**src/rtl/gpio_defines.svh**
```systemverilog
// Register indices, reset values, field codes and bus codes of the port block
`ifndef GPIO_DEFINES_SVH
`define GPIO_DEFINES_SVH

// Register indices; byte address is four times the index
`define IDX_PORT1_PIN_DATA      8'hc1
`define IDX_PORT1_PULLUP_ENABLE 8'hd6
`define IDX_PORT2_MODE_HIGH     8'hd9
`define IDX_PORT2_MODE_LOW      8'hda
`define IDX_PORT2_PULLUP_ENABLE 8'hdb

// Reset values
`define RST_PORT1_PIN_DATA      8'hf8
`define RST_PULLUP_ENABLE       8'h00
`define RST_PORT2_MODE          8'h55

// Pin mode codes
`define MODE_CODE_INPUT         2'h0
`define MODE_CODE_OPEN_DRAIN    2'h1
`define MODE_CODE_ANALOG        2'h2
`define MODE_CODE_PUSH_PULL     2'h3

// Width of one pin mode field and pins per mode register
`define MODE_FIELD_W            2
`define PINS_PER_MODE_REG       4

// Lowest port 2 pin with an analog alternate function above pin 0
`define FIRST_HIGH_ANALOG_PIN   5

// Word address split
`define WORD_LSB                2

// Response codes
`define RESP_OKAY               2'h0
`define RESP_SLVERR             2'h2

`endif

```
**src/rtl/gpio_pkg.sv**
```systemverilog
// Types and shared decode helpers of the port block
package gpio_pkg;

   typedef enum logic [1:0] {
      PIN_INPUT      = 2'h0,
      PIN_OPEN_DRAIN = 2'h1,
      PIN_ANALOG     = 2'h2,
      PIN_PUSH_PULL  = 2'h3
   } pin_mode_t;

   typedef enum logic [1:0] {
      WR_IDLE      = 2'h0,
      WR_HAVE_ADDR = 2'h1,
      WR_HAVE_DATA = 2'h2,
      WR_RESP      = 2'h3
   } wr_state_t;

   typedef enum logic [0:0] {
      RD_IDLE = 1'h0,
      RD_RESP = 1'h1
   } rd_state_t;

   // Analog code is only legal where the pin has an analog channel
   function automatic pin_mode_t legal_mode(input logic [1:0] code, input logic has_analog);
      pin_mode_t m;
      m = pin_mode_t'(code);
      if (m == PIN_ANALOG && !has_analog) begin
         m = PIN_INPUT;
      end
      return m;
   endfunction : legal_mode

endpackage : gpio_pkg

```
**src/rtl/port2_pin_bank.sv**
```systemverilog
// Port 2 pin drivers and analog selects decoded from the two mode registers
`timescale 1ns/1ps
`include "gpio_defines.svh"
module port2_pin_bank (
   input  wire logic [7:0] mode_high,
   input  wire logic [7:0] mode_low,
   input  wire logic [7:0] out_data,
   output logic      [7:0] pad_out,
   output logic      [7:0] pad_oe,
   output logic      [3:0] analog_sel
);
   import gpio_pkg::*;

   logic [15:0] modes;
   pin_mode_t   pm [8];

   assign modes = {mode_high, mode_low};

   always_comb begin
      for (int i = 0; i < 8; i++) begin
         pm[i] = legal_mode(modes[i*`MODE_FIELD_W +: `MODE_FIELD_W],
                            (i == 0) || (i >= `FIRST_HIGH_ANALOG_PIN));
         case (pm[i])
            PIN_OPEN_DRAIN: begin
               // Only ever pulls low; high comes from the pull-up or board
               pad_out[i] = 1'b0;
               pad_oe[i]  = ~out_data[i];
            end
            PIN_PUSH_PULL: begin
               pad_out[i] = out_data[i];
               pad_oe[i]  = 1'b1;
            end
            default: begin
               pad_out[i] = 1'b0;
               pad_oe[i]  = 1'b0;
            end
         endcase
      end
      // Channel 9 on pin 0, channels 10..12 on pins 5..7
      analog_sel[0] = (pm[0] == PIN_ANALOG);
      analog_sel[1] = (pm[5] == PIN_ANALOG);
      analog_sel[2] = (pm[6] == PIN_ANALOG);
      analog_sel[3] = (pm[7] == PIN_ANALOG);
   end
endmodule : port2_pin_bank

```
**src/rtl/port_pin_control_pullup.sv**
```systemverilog
// Port 1 and port 2 pin control with pull-up enables, reached over AXI4-Lite
// Functional notes
// - Port 1 pull-up bit per pin, reset zero
// - Port 2 pull-up bit per pin, reset zero
// - Port 1 input bits read pin level
// - Port 1 output pins drive data bit
// - Port 2 high mode register resets 0x55
// - Port 2 low mode register resets 0x55
// - Pins 7..1 modes; analog only pins 7..5
// - Pin 0 modes, code 10 is channel 9
// - Two-bit fields, high pin in top bits
`timescale 1ns/1ps
`include "gpio_defines.svh"
module port_pin_control_pullup #(
   parameter int ADDR_W = 12
) (
   input  wire logic              aclk,
   input  wire logic              aresetn,
   // AXI4-Lite write address
   input  wire logic [ADDR_W-1:0] s_axi_awaddr,
   input  wire logic [2:0]        s_axi_awprot,
   input  wire logic              s_axi_awvalid,
   output logic                   s_axi_awready,
   // AXI4-Lite write data
   input  wire logic [31:0]       s_axi_wdata,
   input  wire logic [3:0]        s_axi_wstrb,
   input  wire logic              s_axi_wvalid,
   output logic                   s_axi_wready,
   // AXI4-Lite write response
   output logic [1:0]             s_axi_bresp,
   output logic                   s_axi_bvalid,
   input  wire logic              s_axi_bready,
   // AXI4-Lite read address
   input  wire logic [ADDR_W-1:0] s_axi_araddr,
   input  wire logic [2:0]        s_axi_arprot,
   input  wire logic              s_axi_arvalid,
   output logic                   s_axi_arready,
   // AXI4-Lite read data
   output logic [31:0]            s_axi_rdata,
   output logic [1:0]             s_axi_rresp,
   output logic                   s_axi_rvalid,
   input  wire logic              s_axi_rready,
   // Port 1 direction from its mode control, 1 = output
   input  wire logic [7:0]        port1_dir_out,
   // Port 1 pins
   input  wire logic [7:0]        port1_pad_in,
   output logic [7:0]             port1_pad_out,
   output logic [7:0]             port1_pad_oe,
   output logic [7:0]             port1_pullup_en,
   // Port 2 output data from its data register
   input  wire logic [7:0]        port2_out_data,
   // Port 2 pins
   input  wire logic [7:0]        port2_pad_in,
   output logic [7:0]             port2_pad_out,
   output logic [7:0]             port2_pad_oe,
   output logic [7:0]             port2_pin_level,
   output logic [7:0]             port2_pullup_en,
   // Analog alternate function selects
   output logic                   analog_in_ch9,
   output logic                   analog_in_ch10,
   output logic                   analog_in_ch11,
   output logic                   analog_in_ch12
);
   import gpio_pkg::*;

   localparam int IDX_W = ADDR_W - `WORD_LSB;

   // Register storage
   logic [7:0]      port1_pin_data_q;
   logic [7:0]      port1_pin_data_d;
   logic [7:0]      port1_pullup_enable_q;
   logic [7:0]      port1_pullup_enable_d;
   logic [7:0]      port2_mode_high_q;
   logic [7:0]      port2_mode_high_d;
   logic [7:0]      port2_mode_low_q;
   logic [7:0]      port2_mode_low_d;
   logic [7:0]      port2_pullup_enable_q;
   logic [7:0]      port2_pullup_enable_d;

   // Write channel state
   wr_state_t       wr_state_q;
   wr_state_t       wr_state_d;
   logic [IDX_W-1:0] wr_idx_q;
   logic [IDX_W-1:0] wr_idx_d;
   logic [7:0]      wr_data_q;
   logic [7:0]      wr_data_d;
   logic            wr_lane_q;
   logic            wr_lane_d;
   logic [1:0]      bresp_q;
   logic [1:0]      bresp_d;

   // Read channel state
   rd_state_t       rd_state_q;
   rd_state_t       rd_state_d;
   logic [31:0]     rdata_q;
   logic [31:0]     rdata_d;
   logic [1:0]      rresp_q;
   logic [1:0]      rresp_d;

   // Write commit helpers
   logic            aw_take;
   logic            w_take;
   logic            wr_commit;
   logic [IDX_W-1:0] commit_idx;
   logic [7:0]      commit_data;
   logic            commit_lane;

   // Synchronised port 1 pin level and decoded analog selects
   logic [7:0]      port1_level;
   logic [3:0]      analog_sel;

   // Is an index one of the five mapped registers
   function automatic logic idx_mapped(input logic [IDX_W-1:0] idx);
      return (idx == IDX_W'(`IDX_PORT1_PIN_DATA))
          || (idx == IDX_W'(`IDX_PORT1_PULLUP_ENABLE))
          || (idx == IDX_W'(`IDX_PORT2_MODE_HIGH))
          || (idx == IDX_W'(`IDX_PORT2_MODE_LOW))
          || (idx == IDX_W'(`IDX_PORT2_PULLUP_ENABLE));
   endfunction : idx_mapped

   // Port 1 readback: pin level where input, latch where output
   function automatic logic [7:0] port1_readback(input logic [7:0] level,
                                                 input logic [7:0] latch,
                                                 input logic [7:0] dir);
      return (level & ~dir) | (latch & dir);
   endfunction : port1_readback

   // Pin input synchronisers
   sync2 #(
      .WIDTH    (8)
   ) u_sync_port1 (
      .aclk     (aclk),
      .aresetn  (aresetn),
      .async_in (port1_pad_in),
      .sync_out (port1_level)
   );

   sync2 #(
      .WIDTH    (8)
   ) u_sync_port2 (
      .aclk     (aclk),
      .aresetn  (aresetn),
      .async_in (port2_pad_in),
      .sync_out (port2_pin_level)
   );

   // Write channel
   // Address and data may arrive in either order; the register
   // is written at the edge where the later of the two is taken.
   assign s_axi_awready = (wr_state_q == WR_IDLE) || (wr_state_q == WR_HAVE_DATA);
   assign s_axi_wready  = (wr_state_q == WR_IDLE) || (wr_state_q == WR_HAVE_ADDR);
   assign aw_take       = s_axi_awvalid && s_axi_awready;
   assign w_take        = s_axi_wvalid && s_axi_wready;

   always_comb begin
      wr_state_d  = wr_state_q;
      wr_idx_d    = wr_idx_q;
      wr_data_d   = wr_data_q;
      wr_lane_d   = wr_lane_q;
      bresp_d     = bresp_q;
      wr_commit   = 1'b0;
      commit_idx  = wr_idx_q;
      commit_data = wr_data_q;
      commit_lane = wr_lane_q;
      if (aw_take) begin
         wr_idx_d   = s_axi_awaddr[ADDR_W-1:`WORD_LSB];
         commit_idx = s_axi_awaddr[ADDR_W-1:`WORD_LSB];
      end
      if (w_take) begin
         wr_data_d   = s_axi_wdata[7:0];
         wr_lane_d   = s_axi_wstrb[0];
         commit_data = s_axi_wdata[7:0];
         commit_lane = s_axi_wstrb[0];
      end
      case (wr_state_q)
         WR_IDLE: begin
            if (aw_take && w_take) begin
               wr_commit = 1'b1;
            end else if (aw_take) begin
               wr_state_d = WR_HAVE_ADDR;
            end else if (w_take) begin
               wr_state_d = WR_HAVE_DATA;
            end
         end
         WR_HAVE_ADDR: begin
            wr_commit = w_take;
         end
         WR_HAVE_DATA: begin
            wr_commit = aw_take;
         end
         WR_RESP: begin
            if (s_axi_bready) begin
               wr_state_d = WR_IDLE;
            end
         end
         default: begin
            wr_state_d = WR_IDLE;
         end
      endcase
      if (wr_commit) begin
         wr_state_d = WR_RESP;
         bresp_d    = idx_mapped(commit_idx) ? `RESP_OKAY : `RESP_SLVERR;
      end
   end

   always_ff @(posedge aclk) begin
      if (!aresetn) begin
         wr_state_q <= WR_IDLE;
         wr_idx_q   <= '0;
         wr_data_q  <= '0;
         wr_lane_q  <= 1'b0;
         bresp_q    <= `RESP_OKAY;
      end else begin
         wr_state_q <= wr_state_d;
         wr_idx_q   <= wr_idx_d;
         wr_data_q  <= wr_data_d;
         wr_lane_q  <= wr_lane_d;
         bresp_q    <= bresp_d;
      end
   end

   assign s_axi_bvalid = (wr_state_q == WR_RESP);
   assign s_axi_bresp  = bresp_q;

   // Register file; only byte lane 0 carries register bits
   always_comb begin
      port1_pin_data_d      = port1_pin_data_q;
      port1_pullup_enable_d = port1_pullup_enable_q;
      port2_mode_high_d     = port2_mode_high_q;
      port2_mode_low_d      = port2_mode_low_q;
      port2_pullup_enable_d = port2_pullup_enable_q;
      if (wr_commit && commit_lane) begin
         case (commit_idx)
            IDX_W'(`IDX_PORT1_PIN_DATA): begin
               // Latch is written even for input pins, driven once turned to output
               port1_pin_data_d = commit_data;
            end
            IDX_W'(`IDX_PORT1_PULLUP_ENABLE): begin
               port1_pullup_enable_d = commit_data;
            end
            IDX_W'(`IDX_PORT2_MODE_HIGH): begin
               port2_mode_high_d = commit_data;
            end
            IDX_W'(`IDX_PORT2_MODE_LOW): begin
               port2_mode_low_d = commit_data;
            end
            IDX_W'(`IDX_PORT2_PULLUP_ENABLE): begin
               port2_pullup_enable_d = commit_data;
            end
            default: begin
            end
         endcase
      end
   end

   always_ff @(posedge aclk) begin
      if (!aresetn) begin
         port1_pin_data_q      <= `RST_PORT1_PIN_DATA;
         port1_pullup_enable_q <= `RST_PULLUP_ENABLE;
         port2_mode_high_q     <= `RST_PORT2_MODE;
         port2_mode_low_q      <= `RST_PORT2_MODE;
         port2_pullup_enable_q <= `RST_PULLUP_ENABLE;
      end else begin
         port1_pin_data_q      <= port1_pin_data_d;
         port1_pullup_enable_q <= port1_pullup_enable_d;
         port2_mode_high_q     <= port2_mode_high_d;
         port2_mode_low_q      <= port2_mode_low_d;
         port2_pullup_enable_q <= port2_pullup_enable_d;
      end
   end

   // Read channel; data is captured when the address is taken,
   // so a pin level is two synchroniser stages old at that edge.
   assign s_axi_arready = (rd_state_q == RD_IDLE);

   always_comb begin
      logic [IDX_W-1:0] ridx;
      ridx       = s_axi_araddr[ADDR_W-1:`WORD_LSB];
      rd_state_d = rd_state_q;
      rdata_d    = rdata_q;
      rresp_d    = rresp_q;
      case (rd_state_q)
         RD_IDLE: begin
            if (s_axi_arvalid) begin
               rd_state_d = RD_RESP;
               rresp_d    = idx_mapped(ridx) ? `RESP_OKAY : `RESP_SLVERR;
               rdata_d    = '0;
               case (ridx)
                  IDX_W'(`IDX_PORT1_PIN_DATA): begin
                     rdata_d[7:0] = port1_readback(port1_level, port1_pin_data_q,
                                                   port1_dir_out);
                  end
                  IDX_W'(`IDX_PORT1_PULLUP_ENABLE): begin
                     rdata_d[7:0] = port1_pullup_enable_q;
                  end
                  IDX_W'(`IDX_PORT2_MODE_HIGH): begin
                     rdata_d[7:0] = port2_mode_high_q;
                  end
                  IDX_W'(`IDX_PORT2_MODE_LOW): begin
                     rdata_d[7:0] = port2_mode_low_q;
                  end
                  IDX_W'(`IDX_PORT2_PULLUP_ENABLE): begin
                     rdata_d[7:0] = port2_pullup_enable_q;
                  end
                  default: begin
                  end
               endcase
            end
         end
         RD_RESP: begin
            if (s_axi_rready) begin
               rd_state_d = RD_IDLE;
            end
         end
         default: begin
            rd_state_d = RD_IDLE;
         end
      endcase
   end

   always_ff @(posedge aclk) begin
      if (!aresetn) begin
         rd_state_q <= RD_IDLE;
         rdata_q    <= '0;
         rresp_q    <= `RESP_OKAY;
      end else begin
         rd_state_q <= rd_state_d;
         rdata_q    <= rdata_d;
         rresp_q    <= rresp_d;
      end
   end

   assign s_axi_rvalid = (rd_state_q == RD_RESP);
   assign s_axi_rdata  = rdata_q;
   assign s_axi_rresp  = rresp_q;

   // Port 1 pins
   // Output style lives in the port 1 mode control, so output
   // pins are driven both ways here.
   assign port1_pad_out   = port1_pin_data_q;
   assign port1_pad_oe    = port1_dir_out;
   assign port1_pullup_en = port1_pullup_enable_q;

   // Port 2 pins
   // Selecting analog only routes the pin; the converter itself
   // must still be enabled in its own block.
   port2_pin_bank u_port2 (
      .mode_high  (port2_mode_high_q),
      .mode_low   (port2_mode_low_q),
      .out_data   (port2_out_data),
      .pad_out    (port2_pad_out),
      .pad_oe     (port2_pad_oe),
      .analog_sel (analog_sel)
   );

   assign port2_pullup_en = port2_pullup_enable_q;
   assign analog_in_ch9   = analog_sel[0];
   assign analog_in_ch10  = analog_sel[1];
   assign analog_in_ch11  = analog_sel[2];
   assign analog_in_ch12  = analog_sel[3];

endmodule : port_pin_control_pullup

```
**src/rtl/sync2.sv**
```systemverilog
// Two flip-flop synchroniser for pin levels
`timescale 1ns/1ps
module sync2 #(
   parameter int WIDTH = 8
) (
   input  wire logic             aclk,
   input  wire logic             aresetn,
   input  wire logic [WIDTH-1:0] async_in,
   output logic      [WIDTH-1:0] sync_out
);
   logic [WIDTH-1:0] meta_q;
   logic [WIDTH-1:0] meta_d;
   logic [WIDTH-1:0] sync_q;
   logic [WIDTH-1:0] sync_d;

   always_comb begin
      meta_d = async_in;
      sync_d = meta_q;
   end

   always_ff @(posedge aclk) begin
      if (!aresetn) begin
         meta_q <= '0;
         sync_q <= '0;
      end else begin
         meta_q <= meta_d;
         sync_q <= sync_d;
      end
   end

   assign sync_out = sync_q;
endmodule : sync2
```
**config.mk**
```make
export PLATFORM = sky130hd
export DESIGN_NAME = port_pin_control_pullup
export DESIGN_NICKNAME = d
export VERILOG_FILES = /design/src/rtl/gpio_pkg.sv /design/src/rtl/port2_pin_bank.sv /design/src/rtl/port_pin_control_pullup.sv /design/src/rtl/sync2.sv
export VERILOG_INCLUDE_DIRS = /design/src /design/src/rtl
export SDC_FILE = /design/constraint.sdc
export NUM_CORES = 1
export LEC_CHECK = 0
export ABC_AREA = 1
export BUFFER_PORTS_ARGS = -buffer_cell sky130_fd_sc_hd__buf_2
export CORE_MARGIN = 2
export CORE_UTILIZATION = 47
export DETAILED_ROUTE_END_ITERATION = 8
export GPL_ROUTABILITY_DRIVEN = 0
export PLACE_DENSITY = 0.8
export SYNTH_ARGS = -nofsm -noshare
export SYNTH_HDL_FRONTEND = slang
export SYNTH_SLANG_ARGS = --single-unit
```
**constraint.sdc**
```tcl
create_clock -name aclk -period 2.15 [get_ports aclk]
set_input_delay 0.1075 -clock aclk [delete_from_list [all_inputs] [get_ports aclk]]
set_output_delay 0.1075 -clock aclk [all_outputs]
set_load 0.02 [all_outputs]
```
==> results.sh <==
export IMPL_switching_share_pct=28.0
export IMPL_fill_cells=909
export IMPL_insertion_delay_ps=360
export IMPL_crit_chain="inv_2, nand2_4, nand2_1, nand2_1, nand2_1, nor2_2, inv_1, nor2_1, nand3_4, a21oi_1, o21ai_0"
export IMPL_power_leakage_nw=3.05
export IMPL_p_int_mw=2.78
export IMPL_yosysUniqueCellTypes=31
export IMPL_die_area_um2=10700
export IMPL_place_inst=912
export IMPL_fmax_ghz=0.528
export IMPL_cp_end_kind="flop"
export IMPL_wl_mm=11.1
export IMPL_grt_max_degree=70
export IMPL_drc=0
export IMPL_mostFrequentLayoutCell="nand2_1"
export IMPL_max_stage_delay_ps=380
export IMPL_slowest_stage="dfxtp_2"
export IMPL_track_usage_pct=21.0
export IMPL_ys_flop_type="dfxtp_1"
export IMPL_slew_limit_headroom_pct=40.2
export IMPL_arrival_ps=2110
export IMPL_cp_required_ps=2370
export IMPL_pwr_share_comb_pct=14.5
export IMPL_crit_path_frequent_cell="nand2_1"
export IMPL_cts_root_buf="clkbuf_8"
export IMPL_switching_power_mw=1.08
export IMPL_crit_path_max_fanout=15
export IMPL_worstMarginPinSlew_ps=887
export IMPL_rows=36
export IMPL_fp_dieW_um=103
export IMPL_ir_drop_mv=0.329
export IMPL_reg2reg_slack_ps=260
export IMPL_status="finished, final reports clean"
export IMPL_tns_ps=0
export IMPL_firstDrtPassIters=4
export IMPL_maxCapViolations=0
export IMPL_clkPwrFrac_pct=33.1
export IMPL_layout_common_cells="nand2_1 (143), buf_2 (142), dfxtp_1 (103)"
export IMPL_powerDensity_nw_per_um2=673
export IMPL_min_period_over_period_pct=88.1
export IMPL_numCtsBuffers=9
export IMPL_async_flop_share_pct=0
export IMPL_diodes=0
export IMPL_finalHoldViolCount=0
export IMPL_htree_num_levels=3
export IMPL_netlist_area_um2=4630
export IMPL_clkSinkCount=104
export IMPL_start_util_pct=47.8
export IMPL_cts_tree="built"
export IMPL_grt_pass1_wl_mm=17.2
export IMPL_cts_setup_buffers=0
export IMPL_port_buffers=142
export IMPL_antenna_found_initial=0
export IMPL_slew_viol_final=0
export IMPL_sequentialPowerShare_pct=52.4
export IMPL_layout_drive_gt1_share_pct=24.0
export IMPL_min_period_ps=1890
export IMPL_grt_setup_unrepaired="no"
export IMPL_clock_path_buffers=2
export IMPL_dpl_hpwl_mm=8.14
export IMPL_synth_edf_count=0
export IMPL_vias=4255
export IMPL_hp_class="input port to flop"
export IMPL_cts_clk_slew_worst_paths_ps=100
export IMPL_grt_pass1_vias=3755
export IMPL_postSynthCellCount=653
export IMPL_fp_dieH_um=103
export IMPL_skew_ps=14.1
export IMPL_grt_overflow=0
export IMPL_instances_no_fill=946
export IMPL_start_kind="flop"
export IMPL_syn_to_final_growth_pct=23.7
export IMPL_ys_warn_count=0
export IMPL_vias_per_cell=4.50
export IMPL_syn_area_per_cell_um2=7.09
export IMPL_ys_ff_latch=104
export IMPL_crit_type="flop to flop"
export IMPL_final_nets=913
export IMPL_ios=206
export IMPL_synth_seq_area_share_pct=44.9
export IMPL_setup_violations=0
export IMPL_drtAntennaViolNets=0
export IMPL_drt_initial_drc_count=110
export IMPL_avgRoutedWirePerCell_um=11.8
export IMPL_coreArea_um2=9680
## layout make-up
class                   instances  area (µm²)  area share (%)
flip-flops and latches        104        2080            36.4
multi-input cells             418        1910            33.3
repair buffers                169         956            16.7
inverters                     105         400            6.99
well taps                     133         166            2.90
clock buffers                  10         138            2.40
clock inverters                 6        73.8            1.29
repair inverters                1        5.00          0.0873
## state kept, by name, summed over array words and instances (netlist names)
name / flops
port2_mode_high_q: 8
s_axi_rdata: 8
s_axi_rresp: 1
u_sync_port2.sync_out: 8
u_sync_port1.sync_out: 8
wr_lane_q: 1
port2_pullup_en: 8
s_axi_rvalid: 1
port2_mode_low_q: 8
u_sync_port1.meta_q: 8
s_axi_bresp: 1
wr_idx_q: 10
wr_data_q: 8
port1_pad_out: 8
u_sync_port2.meta_q: 8
wr_state_q: 2
port1_pullup_en: 8
## cells by family after synthesis
family	count (synthesis)	synth area share, %
buffers and inverters	156	16.1
other	1	0.0810
muxes	11	2.38
and+or+nand+nor	277	24.9
AOI/OAI and AO/OA	104	11.6
DFF	104	44.9
## worst max-delay path, delay by kind of cell (launching register included)
| family | cells | cell delay, ps |
|---|---|---|
| flops | 1 | 380 |
| simple gates | 7 | 920 |
| compound gates | 2 | 270 |
| buf+inv | 2 | 180 |
## synthesized netlist by cell type (2+ instances only)
cell        n  area share (%)
nor2_1     93             7.5
nor2_4      3            0.73
inv_1      98             7.9
o21ai_1     9            0.97
nor2_2      4            0.54
a21oi_1    41             4.4
nand3_1    17             1.8
clkbuf_1   12            0.97
inv_2       4            0.32
dfxtp_1   104              45
buf_6       2            0.49
buf_4      35             5.7
nand3_2     3            0.65
nor3_1      3            0.32
o21ai_0    43             4.6
nand4_1     3            0.41
o22ai_1     8             1.1
nand2_1   144              12
nand2_2     4            0.54
mux2i_1    11             2.4
clkinv_2    2            0.22
## per-layer routing
metal | wire length (µm) | vias up | GRT usage, %
met2 | 5300 | 139 | 35.6
met3 | 641 | 20 | 3.63
li1 | - | 2259 | -
met5 | 0 | - | 0
met4 | 270 | 0 | 10.2
met1 | 4910 | 1837 | 25.9
## stage by stage
step                      power, mW  instance area (µm²)  utilization, %  hold WS [ps]  setup WS (ps)
after floorplan                2.46                 4730               -           205            391
after global placement         2.59                 5330            55.0           289            209
after detailed placement       2.60                 5330            55.0           292            160
after CTS                      3.89                 5710            59.0          15.3            150
after global routing           4.05                 5730            59.2          22.7           23.0
final                          3.86                 5730            59.2          32.4            256
## power groups by stage
stage,clock network (mW),logic [mW],registers [mW]
after detailed placement,0,0.533,2.07
after CTS,1.31,0.558,2.02
after global routing,1.38,0.634,2.03
after global placement,0,0.526,2.06
final,1.28,0.559,2.02
after floorplan,0,0.369,2.09
## worst paths after layout
check	depth (start not counted)	end	from
hold / removal	3	wr_idx_q[6]	s_axi_awaddr[8]
setup / recovery	11	port2_mode_high_q[0]	wr_state_q[0]
setup reg to reg	11	port2_mode_high_q[0]	wr_state_q[0]
hold reg to reg	2	u_sync_port1.sync_out[7]	u_sync_port1.meta_q[7]
## repair_timing
| action | 4_1_cts | 5_1_grt |
|---|---|---|
| gates resized for setup | 0 | 5 |
| hold buffers | 17 | 0 |
| endpoints found under the hold margin | 17 | 0 |
| setup endpoints to repair | 0 | 16 |
Power figures use the tool's default switching activity.
